<file path="config.mk">
export PLATFORM = sky130hd
export DESIGN_NAME = touch_scan_mode_controller
export DESIGN_NICKNAME = d
export VERILOG_FILES = /design/src/touch_scan_pkg.sv /design/src/touch_scan_mode_controller.sv /design/src/pwm_gen.sv /design/src/fade_ramp.sv
export SDC_FILE = /design/constraint.sdc
export NUM_CORES = 2
export LEC_CHECK = 0
export BUFFER_PORTS_ARGS = -buffer_cell sky130_fd_sc_hd__buf_4
export CORE_AREA = 8 8 273 275
export DETAILED_ROUTE_END_ITERATION = 7
export DIE_AREA = 0 0 281 283
export PLACE_DENSITY_LB_ADDON = 0.05
export SLEW_MARGIN = 5
export SYNTH_ARGS = -nofsm -noshare
export SYNTH_HDL_FRONTEND = slang
export SYNTH_SLANG_ARGS = --single-unit
</file>
<file path="constraint.sdc">
create_clock -name ref_clk -period 7.2 [get_ports ref_clk]
set_clock_uncertainty 0.2 [all_clocks]
set_input_delay 0.36 -clock ref_clk [delete_from_list [all_inputs] [get_ports ref_clk]]
set_output_delay 0.36 -clock ref_clk [all_outputs]
set_load 0.05 [all_outputs]
</file>
<file path="src/touch_scan_pkg.sv">
// constants and types shared by the touch scan controller files
// Notes on behaviour
// each scan cycle runs sensing, then processing, then low-power timer, then repeats
// sensing measures enabled inputs in ascending order first to last, skipping disabled ones
// processing evaluates results, then updates pin states and host-visible status
// timer phase idles in low power until the scan period expires
// host sets active and doze scan periods separately, 15 ms up to seconds
// pins, status and interrupt change only in processing; later changes wait a period
// interrupt line asserts while new touch or release information awaits the host
// active mode scans all enabled sensors with a short period, typically 30 ms
// doze mode uses a longer period, typically 195 ms, to save power
// sleep mode stops scanning; only host access and input-pin logic stay alive
// sleep ends on a host access or a change on an input-mode pin
// no touch for the passive-timer time moves active to doze; zero disables it
// a touch in doze returns the device to active mode
// host may force active, doze or sleep mode and the device obeys
// each of the eight pins owns an independent 256-step pwm generator
// fading mode ramps duty up on activation, down on release, linear or log
// with auto-lighting on, a touch fades in the pin mapped to that sensor
// with auto-lighting off, the host output level starts and stops the fade
// direct pulse mode drives the pin with the host pulse width, no fading
// each pin may be a plain input or a special buzzer or analog-level output; a special role on the first five pins drives low
// analog-level outputs sit on the eighth and seventh pins; duty names the button
// the buzzer sounds on the sixth pin for about 30 ms per touch
// touched at threshold plus hysteresis, released below threshold minus hysteresis
// the buzzer sounds once per touch and never repeats while held
package touch_scan_pkg;
	localparam int REF_CLK_HZ        = 10_000_000;
	localparam int MS_CYCLES         = REF_CLK_HZ / 1000;
	localparam int SCAN_MIN_MS       = 15;
	localparam int ACTIVE_PERIOD_MS  = 30;
	localparam int DOZE_PERIOD_MS    = 195;
	localparam int BUZZ_PHASE_MS     = 15;
	localparam int BUZZ_PHASE_CYCLES = BUZZ_PHASE_MS * MS_CYCLES;
	localparam int BUZZ_TONE1_HZ     = 4000;
	localparam int BUZZ_TONE2_HZ     = 8000;
	localparam int BUZZ_HALF1_CYCLES = REF_CLK_HZ / (2 * BUZZ_TONE1_HZ);
	localparam int BUZZ_HALF2_CYCLES = REF_CLK_HZ / (2 * BUZZ_TONE2_HZ);
	localparam int NUM_PINS          = 8;
	localparam int COUNT_W           = 10;
	localparam int BUZZ_PIN          = 5;
	localparam int LEVEL_SECOND_PIN  = 6;
	localparam int LEVEL_FIRST_PIN   = 7;
	localparam logic [1:0] PIN_FADING  = 2'h0;
	localparam logic [1:0] PIN_DIRECT  = 2'h1;
	localparam logic [1:0] PIN_INPUT   = 2'h2;
	localparam logic [1:0] PIN_SPECIAL = 2'h3;
	localparam logic [1:0] FORCE_ACTIVE = 2'h0;
	localparam logic [1:0] FORCE_DOZE   = 2'h1;
	localparam logic [1:0] FORCE_SLEEP  = 2'h2;
	typedef enum logic [5:0] {
		ST_START = 6'h01,
		ST_REQ   = 6'h02,
		ST_WAIT  = 6'h04,
		ST_PROC  = 6'h08,
		ST_TIMER = 6'h10,
		ST_SLEEP = 6'h20
	} scan_state_e;
	typedef enum logic [2:0] {
		MODE_ACTIVE = 3'h1,
		MODE_DOZE   = 3'h2,
		MODE_SLEEP  = 3'h4
	} op_mode_e;
endpackage

</file>
<file path="src/touch_scan_mode_controller.sv">
// scan sequencer, mode manager and pin output roles of the touch controller
`timescale 1ns/1ps
module touch_scan_mode_controller
	import touch_scan_pkg::*;
#(
	parameter int MS_CYC     = MS_CYCLES,
	parameter int BUZZ_PHASE = BUZZ_PHASE_CYCLES,
	parameter int BUZZ_HALF1 = BUZZ_HALF1_CYCLES,
	parameter int BUZZ_HALF2 = BUZZ_HALF2_CYCLES
) (
	input  wire logic                 ref_clk,
	input  wire logic                 srst,
	input  wire logic                 ce,
	input  wire logic [7:0]           sense_enable,
	output logic                      sense_req,
	output logic      [2:0]           sense_idx,
	input  wire logic                 sense_done,
	input  wire logic [COUNT_W-1:0]   sense_count,
	input  wire logic [COUNT_W-1:0]   threshold,
	input  wire logic [COUNT_W-1:0]   hysteresis,
	input  wire logic [15:0]          active_period_ms,
	input  wire logic [15:0]          doze_period_ms,
	input  wire logic [15:0]          passive_ms,
	input  wire logic                 force_valid,
	input  wire logic [1:0]           force_mode,
	input  wire logic                 host_access,
	input  wire logic                 status_read,
	output logic                      host_irq_n,
	output logic      [7:0]           button_status,
	output logic      [7:0]           gpi_status,
	output logic      [2:0]           op_mode,
	output logic      [2:0]           scan_phase,
	output logic                      low_power,
	input  wire logic [15:0]          pin_mode,
	input  wire logic                 auto_light_en,
	input  wire logic [7:0]           host_level,
	input  wire logic [63:0]          direct_width,
	input  wire logic                 fade_log,
	input  wire logic [7:0]           fade_step_ms,
	input  wire logic [7:0]           fade_lo,
	input  wire logic [7:0]           fade_hi,
	input  wire logic [7:0]           level_to_second,
	input  wire logic [63:0]          level_width,
	input  wire logic [7:0]           level_idle,
	input  wire logic                 buzz_en,
	input  wire logic                 buzz_idle,
	input  wire logic [7:0]           gpio_in,
	output logic      [7:0]           gpio_out,
	output logic      [7:0]           gpio_oe
);
	scan_state_e state_reg;
	op_mode_e    mode_reg;

	logic [COUNT_W-1:0] count_mem [NUM_PINS];
	logic [23:0]        ms_cnt_reg;
	logic               ms_tick;
	logic [15:0]        cycle_ms_reg;
	logic [15:0]        idle_ms_reg;
	logic [15:0]        period_ms;
	logic [3:0]         idx_reg;
	logic [3:0]         next_idx;
	logic [7:0]         touch_next;
	logic [7:0]         input_pins;
	logic               irq_pend_reg;
	logic               status_change;
	logic               gpi_wake;
	logic [7:0]         level_reg;
	logic [63:0]        width_reg;
	logic [7:0]         fade_cnt_reg;
	logic               fade_tick;
	logic [7:0]         first_duty_reg;
	logic [7:0]         second_duty_reg;
	logic               buzz_run_reg;
	logic               buzz_phase2_reg;
	logic [23:0]        buzz_cnt_reg;
	logic [15:0]        buzz_half_reg;
	logic               buzz_sq_reg;

	generate
		if (MS_CYC < 1 || MS_CYC > 24'hFFFFFF || BUZZ_PHASE < 1 || BUZZ_PHASE > 24'hFFFFFF
		    || BUZZ_HALF1 < 1 || BUZZ_HALF2 < 1 || BUZZ_HALF1 > 16'hFFFF
		    || BUZZ_HALF2 > 16'hFFFF) begin : g_chk
			$error("touch_scan_mode_controller: timing count out of range");
		end
	endgenerate

	// first enabled sensor at or above a start index, 8 when none is left
	function automatic logic [3:0] find_enabled(input logic [7:0] mask, input logic [3:0] from);
		logic [3:0] r;
		r = 4'h8;
		for (int i = NUM_PINS - 1; i >= 0; i--) begin
			if (mask[i] && 4'(i) >= from) begin
				r = 4'(i);
			end
		end
		return r;
	endfunction

	function automatic logic [1:0] pin_role(input logic [15:0] cfg, input int pin);
		return cfg[2*pin +: 2];
	endfunction

	assign next_idx = find_enabled(sense_enable, idx_reg + 4'h1);

	always_comb begin
		period_ms = (mode_reg == MODE_DOZE) ? doze_period_ms : active_period_ms;
		if (period_ms < 16'(SCAN_MIN_MS)) begin
			period_ms = 16'(SCAN_MIN_MS);
		end
	end

	always_comb begin
		for (int i = 0; i < NUM_PINS; i++) begin
			input_pins[i] = (pin_role(pin_mode, i) == PIN_INPUT);
		end
	end

	// hysteresis band around the threshold keeps transients from chattering
	always_comb begin
		for (int i = 0; i < NUM_PINS; i++) begin
			touch_next[i] = button_status[i];
			if (!sense_enable[i]) begin
				touch_next[i] = 1'b0;
			end else if (!button_status[i]) begin
				if ({1'b0, count_mem[i]} >= {1'b0, threshold} + {1'b0, hysteresis}) begin
					touch_next[i] = 1'b1;
				end
			end else if ({1'b0, count_mem[i]} + {1'b0, hysteresis} < {1'b0, threshold}) begin
				touch_next[i] = 1'b0;
			end
		end
	end

	assign status_change = (touch_next != button_status)
		|| ((gpio_in & input_pins) != (gpi_status & input_pins));
	assign gpi_wake      = ((gpio_in & input_pins) != (gpi_status & input_pins));

	always_ff @(posedge ref_clk) begin
		if (srst) begin
			ms_cnt_reg <= '0;
		end else if (ce) begin
			ms_cnt_reg <= ms_tick ? '0 : ms_cnt_reg + 24'h000001;
		end
	end
	assign ms_tick = (ms_cnt_reg == 24'(MS_CYC - 1));

	// scan sequencer
	always_ff @(posedge ref_clk) begin
		if (srst) begin
			state_reg <= ST_START;
			idx_reg   <= 4'h0;
		end else if (ce) begin
			case (state_reg)
				ST_START: begin
					idx_reg   <= find_enabled(sense_enable, 4'h0);
					state_reg <= ST_REQ;
				end
				ST_REQ: begin
					state_reg <= idx_reg[3] ? ST_PROC : ST_WAIT;
				end
				ST_WAIT: begin
					if (sense_done) begin
						idx_reg   <= next_idx;
						state_reg <= ST_REQ;
					end
				end
				ST_PROC: begin
					state_reg <= (mode_reg == MODE_SLEEP) ? ST_SLEEP : ST_TIMER;
				end
				ST_TIMER: begin
					if (mode_reg == MODE_SLEEP) begin
						state_reg <= ST_SLEEP;
					end else if (cycle_ms_reg >= period_ms) begin
						state_reg <= ST_START;
					end
				end
				ST_SLEEP: begin
					if (mode_reg != MODE_SLEEP) begin
						state_reg <= ST_START;
					end
				end
				default: begin
					state_reg <= ST_START;
				end
			endcase
		end
	end

	assign sense_req = (state_reg == ST_REQ) && !idx_reg[3];
	assign sense_idx = idx_reg[2:0];

	always_ff @(posedge ref_clk) begin
		if (srst) begin
			for (int i = 0; i < NUM_PINS; i++) begin
				count_mem[i] <= '0;
			end
		end else if (ce && state_reg == ST_WAIT && sense_done) begin
			count_mem[idx_reg[2:0]] <= sense_count;
		end
	end

	// period is measured from the start of sensing
	always_ff @(posedge ref_clk) begin
		if (srst) begin
			cycle_ms_reg <= '0;
		end else if (ce) begin
			if (state_reg == ST_START || state_reg == ST_SLEEP) begin
				cycle_ms_reg <= '0;
			end else if (ms_tick && cycle_ms_reg != 16'hFFFF) begin
				cycle_ms_reg <= cycle_ms_reg + 16'h0001;
			end
		end
	end

	// host-visible status and latched pin controls change only here
	always_ff @(posedge ref_clk) begin
		if (srst) begin
			button_status <= 8'h00;
			gpi_status    <= 8'h00;
			level_reg     <= 8'h00;
			width_reg     <= '0;
		end else if (ce && state_reg == ST_PROC) begin
			button_status <= touch_next;
			gpi_status    <= gpio_in & input_pins;
			level_reg     <= host_level;
			width_reg     <= direct_width;
		end
	end

	// a new event in the same cycle as the host read keeps the line low
	always_ff @(posedge ref_clk) begin
		if (srst) begin
			irq_pend_reg <= 1'b0;
		end else if (ce) begin
			if (state_reg == ST_PROC && status_change) begin
				irq_pend_reg <= 1'b1;
			end else if (status_read) begin
				irq_pend_reg <= 1'b0;
			end
		end
	end
	assign host_irq_n = ~irq_pend_reg;

	always_ff @(posedge ref_clk) begin
		if (srst) begin
			idle_ms_reg <= '0;
		end else if (ce) begin
			if (|button_status || mode_reg != MODE_ACTIVE) begin
				idle_ms_reg <= '0;
			end else if (ms_tick && idle_ms_reg != 16'hFFFF) begin
				idle_ms_reg <= idle_ms_reg + 16'h0001;
			end
		end
	end

	// host force has the last word in its cycle
	always_ff @(posedge ref_clk) begin
		if (srst) begin
			mode_reg <= MODE_ACTIVE;
		end else if (ce) begin
			if (force_valid) begin
				case (force_mode)
					FORCE_DOZE:  mode_reg <= MODE_DOZE;
					FORCE_SLEEP: mode_reg <= MODE_SLEEP;
					default:     mode_reg <= MODE_ACTIVE;
				endcase
			end else if (mode_reg == MODE_SLEEP) begin
				if (host_access || (state_reg == ST_SLEEP && gpi_wake)) begin
					mode_reg <= MODE_ACTIVE;
				end
			end else if (mode_reg == MODE_DOZE) begin
				if (state_reg == ST_PROC && |touch_next) begin
					mode_reg <= MODE_ACTIVE;
				end
			end else if (passive_ms != 16'h0000 && idle_ms_reg >= passive_ms) begin
				mode_reg <= MODE_DOZE;
			end
		end
	end

	assign op_mode    = mode_reg;
	assign scan_phase = {state_reg == ST_TIMER || state_reg == ST_SLEEP,
		state_reg == ST_PROC, state_reg == ST_START || state_reg == ST_REQ
		|| state_reg == ST_WAIT};
	assign low_power  = (state_reg == ST_TIMER) || (state_reg == ST_SLEEP);

	always_ff @(posedge ref_clk) begin
		if (srst) begin
			fade_cnt_reg <= 8'h00;
		end else if (ce && ms_tick) begin
			fade_cnt_reg <= fade_tick ? 8'h00 : fade_cnt_reg + 8'h01;
		end
	end
	assign fade_tick = ms_tick && (fade_cnt_reg + 8'h01 >= fade_step_ms);

	// lowest touched button wins the analog level, else the idle level
	always_ff @(posedge ref_clk) begin
		if (srst) begin
			first_duty_reg  <= 8'h00;
			second_duty_reg <= 8'h00;
		end else if (ce) begin
			first_duty_reg  <= level_idle;
			second_duty_reg <= level_idle;
			for (int i = NUM_PINS - 1; i >= 0; i--) begin
				if (button_status[i] && !level_to_second[i]) begin
					first_duty_reg <= level_width[8*i +: 8];
				end
			end
			for (int i = NUM_PINS - 1; i >= 0; i--) begin
				if (button_status[i] && level_to_second[i]) begin
					second_duty_reg <= level_width[8*i +: 8];
				end
			end
		end
	end

	// only a fresh touch starts the tone, so a held button stays silent
	always_ff @(posedge ref_clk) begin
		if (srst) begin
			buzz_run_reg    <= 1'b0;
			buzz_phase2_reg <= 1'b0;
			buzz_cnt_reg    <= '0;
			buzz_half_reg   <= '0;
			buzz_sq_reg     <= 1'b0;
		end else if (ce) begin
			if (state_reg == ST_PROC && buzz_en && |(touch_next & ~button_status)) begin
				buzz_run_reg    <= 1'b1;
				buzz_phase2_reg <= 1'b0;
				buzz_cnt_reg    <= '0;
				buzz_half_reg   <= '0;
				buzz_sq_reg     <= ~buzz_idle;
			end else if (buzz_run_reg) begin
				if (buzz_cnt_reg == 24'(BUZZ_PHASE - 1)) begin
					buzz_cnt_reg    <= '0;
					buzz_phase2_reg <= 1'b1;
					buzz_run_reg    <= ~buzz_phase2_reg;
				end else begin
					buzz_cnt_reg <= buzz_cnt_reg + 24'h000001;
				end
				if (buzz_half_reg >= (buzz_phase2_reg ? 16'(BUZZ_HALF2 - 1)
				    : 16'(BUZZ_HALF1 - 1))) begin
					buzz_half_reg <= '0;
					buzz_sq_reg   <= ~buzz_sq_reg;
				end else begin
					buzz_half_reg <= buzz_half_reg + 16'h0001;
				end
			end else begin
				buzz_sq_reg <= buzz_idle;
			end
		end
	end

	genvar g;
	generate
		for (g = 0; g < NUM_PINS; g++) begin : g_pin
			logic [7:0] fade_duty;
			logic [7:0] pwm_duty;
			logic       pwm_q;
			logic [1:0] role;

			assign role = pin_role(pin_mode, g);

			fade_ramp u_fade (
				.ref_clk   (ref_clk),
				.srst      (srst),
				.ce        (ce),
				.step      (fade_tick),
				.on        (auto_light_en ? button_status[g] : level_reg[g]),
				.log_curve (fade_log),
				.lo_level  (fade_lo),
				.hi_level  (fade_hi),
				.duty      (fade_duty)
			);

			always_comb begin
				case (role)
					PIN_DIRECT:  pwm_duty = width_reg[8*g +: 8];
					PIN_SPECIAL: pwm_duty = (g == LEVEL_FIRST_PIN) ? first_duty_reg
						: second_duty_reg;
					default:     pwm_duty = fade_duty;
				endcase
			end

			pwm_gen #(
				.WIDTH (8)
			) u_pwm (
				.ref_clk (ref_clk),
				.srst    (srst),
				.ce      (ce),
				.duty    (pwm_duty),
				.pwm_out (pwm_q)
			);

			always_ff @(posedge ref_clk) begin
				if (srst) begin
					gpio_out[g] <= 1'b0;
					gpio_oe[g]  <= 1'b0;
				end else if (ce) begin
					gpio_oe[g] <= (role != PIN_INPUT);
					case (role)
						PIN_INPUT: gpio_out[g] <= 1'b0;
						PIN_SPECIAL: begin
							if (g == BUZZ_PIN) begin
								gpio_out[g] <= buzz_sq_reg;
							end else if (g == LEVEL_FIRST_PIN || g == LEVEL_SECOND_PIN) begin
								gpio_out[g] <= pwm_q;
							end else begin
								gpio_out[g] <= 1'b0;
							end
						end
						default: gpio_out[g] <= pwm_q;
					endcase
				end
			end
		end
	endgenerate
endmodule

</file>
<file path="src/pwm_gen.sv">
// one 256-step pulse width generator
`timescale 1ns/1ps
module pwm_gen
	import touch_scan_pkg::*;
#(
	parameter int WIDTH = 8
) (
	input  wire logic             ref_clk,
	input  wire logic             srst,
	input  wire logic             ce,
	input  wire logic [WIDTH-1:0] duty,
	output logic                  pwm_out
);
	logic [WIDTH-1:0] cnt_reg;

	generate
		if (WIDTH < 2) begin : g_chk
			$error("pwm_gen needs at least two bits");
		end
	endgenerate

	always_ff @(posedge ref_clk) begin
		if (srst) begin
			cnt_reg <= '0;
		end else if (ce) begin
			cnt_reg <= cnt_reg + 1'b1;
		end
	end

	// duty 0 stays low for a whole period
	always_ff @(posedge ref_clk) begin
		if (srst) begin
			pwm_out <= 1'b0;
		end else if (ce) begin
			pwm_out <= (cnt_reg < duty);
		end
	end
endmodule

</file>
<file path="src/fade_ramp.sv">
// duty ramp for one fading pin
`timescale 1ns/1ps
module fade_ramp
	import touch_scan_pkg::*;
(
	input  wire logic       ref_clk,
	input  wire logic       srst,
	input  wire logic       ce,
	input  wire logic       step,
	input  wire logic       on,
	input  wire logic       log_curve,
	input  wire logic [7:0] lo_level,
	input  wire logic [7:0] hi_level,
	output logic      [7:0] duty
);
	logic [7:0] inc;
	logic [8:0] up_sum;

	// log curve grows the step with the level so brightness looks even
	assign inc    = log_curve ? (8'(duty >> 3) + 8'h01) : 8'h01;
	assign up_sum = {1'b0, duty} + {1'b0, inc};

	always_ff @(posedge ref_clk) begin
		if (srst) begin
			duty <= 8'h00;
		end else if (ce && step) begin
			if (on) begin
				duty <= (up_sum >= {1'b0, hi_level}) ? hi_level : up_sum[7:0];
			end else if (duty <= lo_level || duty - lo_level <= inc) begin
				duty <= lo_level;
			end else begin
				duty <= duty - inc;
			end
		end
	end
endmodule

</file>
==> impl_results.md <==
* Number of I/O port buffers at 342
* Reg2reg path depth at 24
* Drt pass-1 iters at 7
* Largest net degree at the start of global routing at 91
* Yosys cell types at 93
* Detailed placement HPWL at around 100 mm
* Run status: finished, final reports clean
* Syn_nets at 6113
* Starting density of the core at 59.1%
* Leak Pwr at between 0.02 and 0.025 uW
* Kind of critical path: register to register
* Worst R2R End: buzz_cnt_reg[12]
* Drt total wl at 139 mm
* Final Cell Area at 48500 um2
* Largest Register: count_mem
* Via density at between 6 and 7
* Post-route antenna net violation count at 0
* Sum Neg Setup Slack at 0 ns
* Commonest cells post-synth: ha_1 (627), nand2_1 (546), a21oi_1 (451)
* First-pass GRT wire length at 216 mm
* Mapped Cells at 5154
* Max reg flops at 80
* Hold crit path type: input port to register
* Yosys warns at 0
* Yosys top cell area share at between 10% and 20%
* Hold-fix buffers, CTS at between 100 and 150
* Nets@finish at between 6000 and 7000
* Peak Freq at 0.155 GHz
* Slew Viols, Final at 0
* Crit Path Max Fanout at 23
* # Post-CTS Setup Buffers at 0
* Crit. End Element: register
* Crit start category: register
* Number of flops mapped to enable cells by yosys at 80
* Hold path start: level_width[11]
* GR Overflow Total at 0
* Reg clk slew, reported paths at approximately 0.06 ns
* CTS H-tree lvls at 2
* Slew HR at a little under a fifth
* Synthesized area at between 40000 and 50000 um2
* DRC viols at 0
* WHS at 0.0138 ns
* Core box area at 70500 um2
* Wirelength per Cell at 21.2 um
* Max-cap violation count at 0
* Pwr dens at 152 nW/um2
* Share of layout cells above drive strength 1 at between 10% and 20%
* Area Growth Syn to Fin at 16.4%
* Slew @ Worst Pin at 1.22 ns
* Worst Hold End: second_duty_reg[3]
* Chip height at 283 um
* RSZ-0062 raised after global routing: false
* Die X at 281 um
* I/O pin total at 343
* Row count at 98
* Vias in the first global route at 38900
* # setup viols final at 0
* Critical path required time at around 7.6 ns
* Cell taking the most area after synthesis: ha_1
* FF+latch count, synth at 457
* Total GRT Usage at 33.6%
* # resized after CTS at 0
* Core Util, Final at between 60% and 70%
* Mean Syn Cell Area at 8.08 um2
* Most common cell in the netlist: ha_1
* Worst VDD drop at 0.000185 V
* Post-synthesis sequential area ratio at 23.9%
* Final GP Congestion at 0.961
* Initial DRC Count at 3439
* Clk buf depth at 3
* Ys async rst share at 0%
* Clk sinks at 457
* Worst reg-to-reg setup slack at 0.74 ns
* Worst EP arrival at 6.82 ns
* Post-Layout Cell Count at 6547
* TritonCTS clock tree: built
* Main area contributors after synthesis: ha_1 (19%), dfxtp_1 (18%), edfxtp_1 (5.8%)
* Worst hold stages at 5
* Post-synth top flop: dfxtp_1
* Placed Instances at approximately 6300
* Cell Area, Placed at 45100 um2
* Initial antenna violation count at 8
* Total CTS buffers at 54
* Reg2Reg Launch Point: count_mem[7][0]
* DR vias at 40200
* Final hold vios at 0
* Worst-skew pair later-pin latency at 0.64 ns
* Root Buffer: clkbuf_16
* Final period util at around 90%
* Die Area at ~80000 um2
* Min cycle time layout at around 6.5 ns
worst max-delay path by stage:
stage               slack (ns)             from  depth (start not counted)          endpoint
floorplan                 1.53  count_mem[4][0]                         24  buzz_cnt_reg[19]
global placement          0.69    hysteresis[0]                         25  buzz_cnt_reg[12]
detailed placement        0.70    hysteresis[1]                         26  buzz_cnt_reg[12]
CTS                       0.85  count_mem[7][0]                         24  buzz_cnt_reg[12]
global route              0.41  count_mem[7][0]                         23   buzz_cnt_reg[5]
finish                    0.74  count_mem[7][0]                         24  buzz_cnt_reg[12]
metal layers:
metal | routed length [um] | vias up | GRT usage (%) | part of all wire, %
li1 | - | 19300 | - | -
met1 | 58300 | 19000 | 43.7 | 42
met2 | 62000 | 1534 | 54.6 | 45
met3 | 11700 | 367 | 5.70 | 8.4
met4 | 6640 | 2 | 14.2 | 4.8
met5 | 16 | - | 0 | 0.012
logic make-up after synthesis:
logic type      synth area share, %
simple gates                   19.6
compound gates                 21.2
fa+ha+maj                      20.5
flops                          23.9
buf+inv                        4.01
xor+xnor                       6.48
mux                            4.38
power by group:
| part | total (uW) | switching [uW] | internal (uW) |
|---|---|---|---|
| Sequential | 2710 | 66.8 | 2640 |
| Clock | 3070 | 1240 | 1830 |
| Combinational | 1570 | 892 | 677 |
critical path, stage by stage, from the launching register on:
cell      delay, ns
edfxtp_1       0.40
ha_1           0.24
fa_1           0.41
a21oi_1        0.19
o21ai_0        0.17
o31a_1         0.29
o21a_1         0.19
nor2_1         0.12
xnor2_1        0.14
ha_1           0.26
o21a_1         0.11
o21a_1         0.17
a221oi_1       0.24
o21ai_0        0.15
a221o_1        0.37
o221ai_1       0.22
a21oi_1        0.14
ha_1           0.22
or4_1          0.46
nor4_1         0.27
buf_4          0.20
nor2_1         0.08
or4_4          0.72
or3_1          0.39
o21ai_0        0.07
metrics by stage:
stage	worst slack, ns	total power, uW
final	0.737	7350
after global routing	0.411	7620
after CTS	0.849	7350
after detailed placement	0.700	4240
after global placement	0.686	4200
after floorplan	1.53	3690
final cells by class:
| class | count | area (um2) |
|---|---|---|
| Fill cell | 5891 | 22000 |
| Clock buffer | 70 | 1550 |
| Inverter | 237 | 890 |
| Antenna cell | 8 | 20.0 |
| Tap cell | 950 | 1190 |
| Timing Repair Buffer | 535 | 4370 |
| Clock inverter | 29 | 433 |
| Sequential cell | 457 | 9950 |
| Multi-Input combinational cell | 4261 | 30100 |
layout by cell type (no fill, tap or decap), drive strengths merged, types with 16 or more instances in the layout:
cell / synthesis / routed
a21oi: 453 / 453
or3: 51 / 51
o221ai: 18 / 18
nor2b: 101 / 101
a22oi: 34 / 34
a311oi: 22 / 22
nor2: 443 / 443
dlygate4sd3: 0 / 139
o21bai: 35 / 35
fa: 33 / 33
a211o: 29 / 29
a21o: 74 / 74
clkbuf: 175 / 71
xor2: 154 / 154
nand4: 81 / 81
nand2b: 94 / 94
buf: 24 / 395
edfxtp: 80 / 80
nor4: 19 / 19
nand2: 547 / 547
o21a: 86 / 86
a31oi: 22 / 22
and2: 105 / 105
ha: 627 / 627
xnor2: 153 / 153
or2: 16 / 16
a211oi: 70 / 70
o21ai: 356 / 356
and3: 35 / 35
dfxtp: 377 / 377
mux2i: 153 / 153
mux2: 26 / 26
inv: 234 / 241
nand3: 118 / 118
o22ai: 21 / 21
nor3: 64 / 64
No activity file was read; power rests on OpenSTA's default activity.
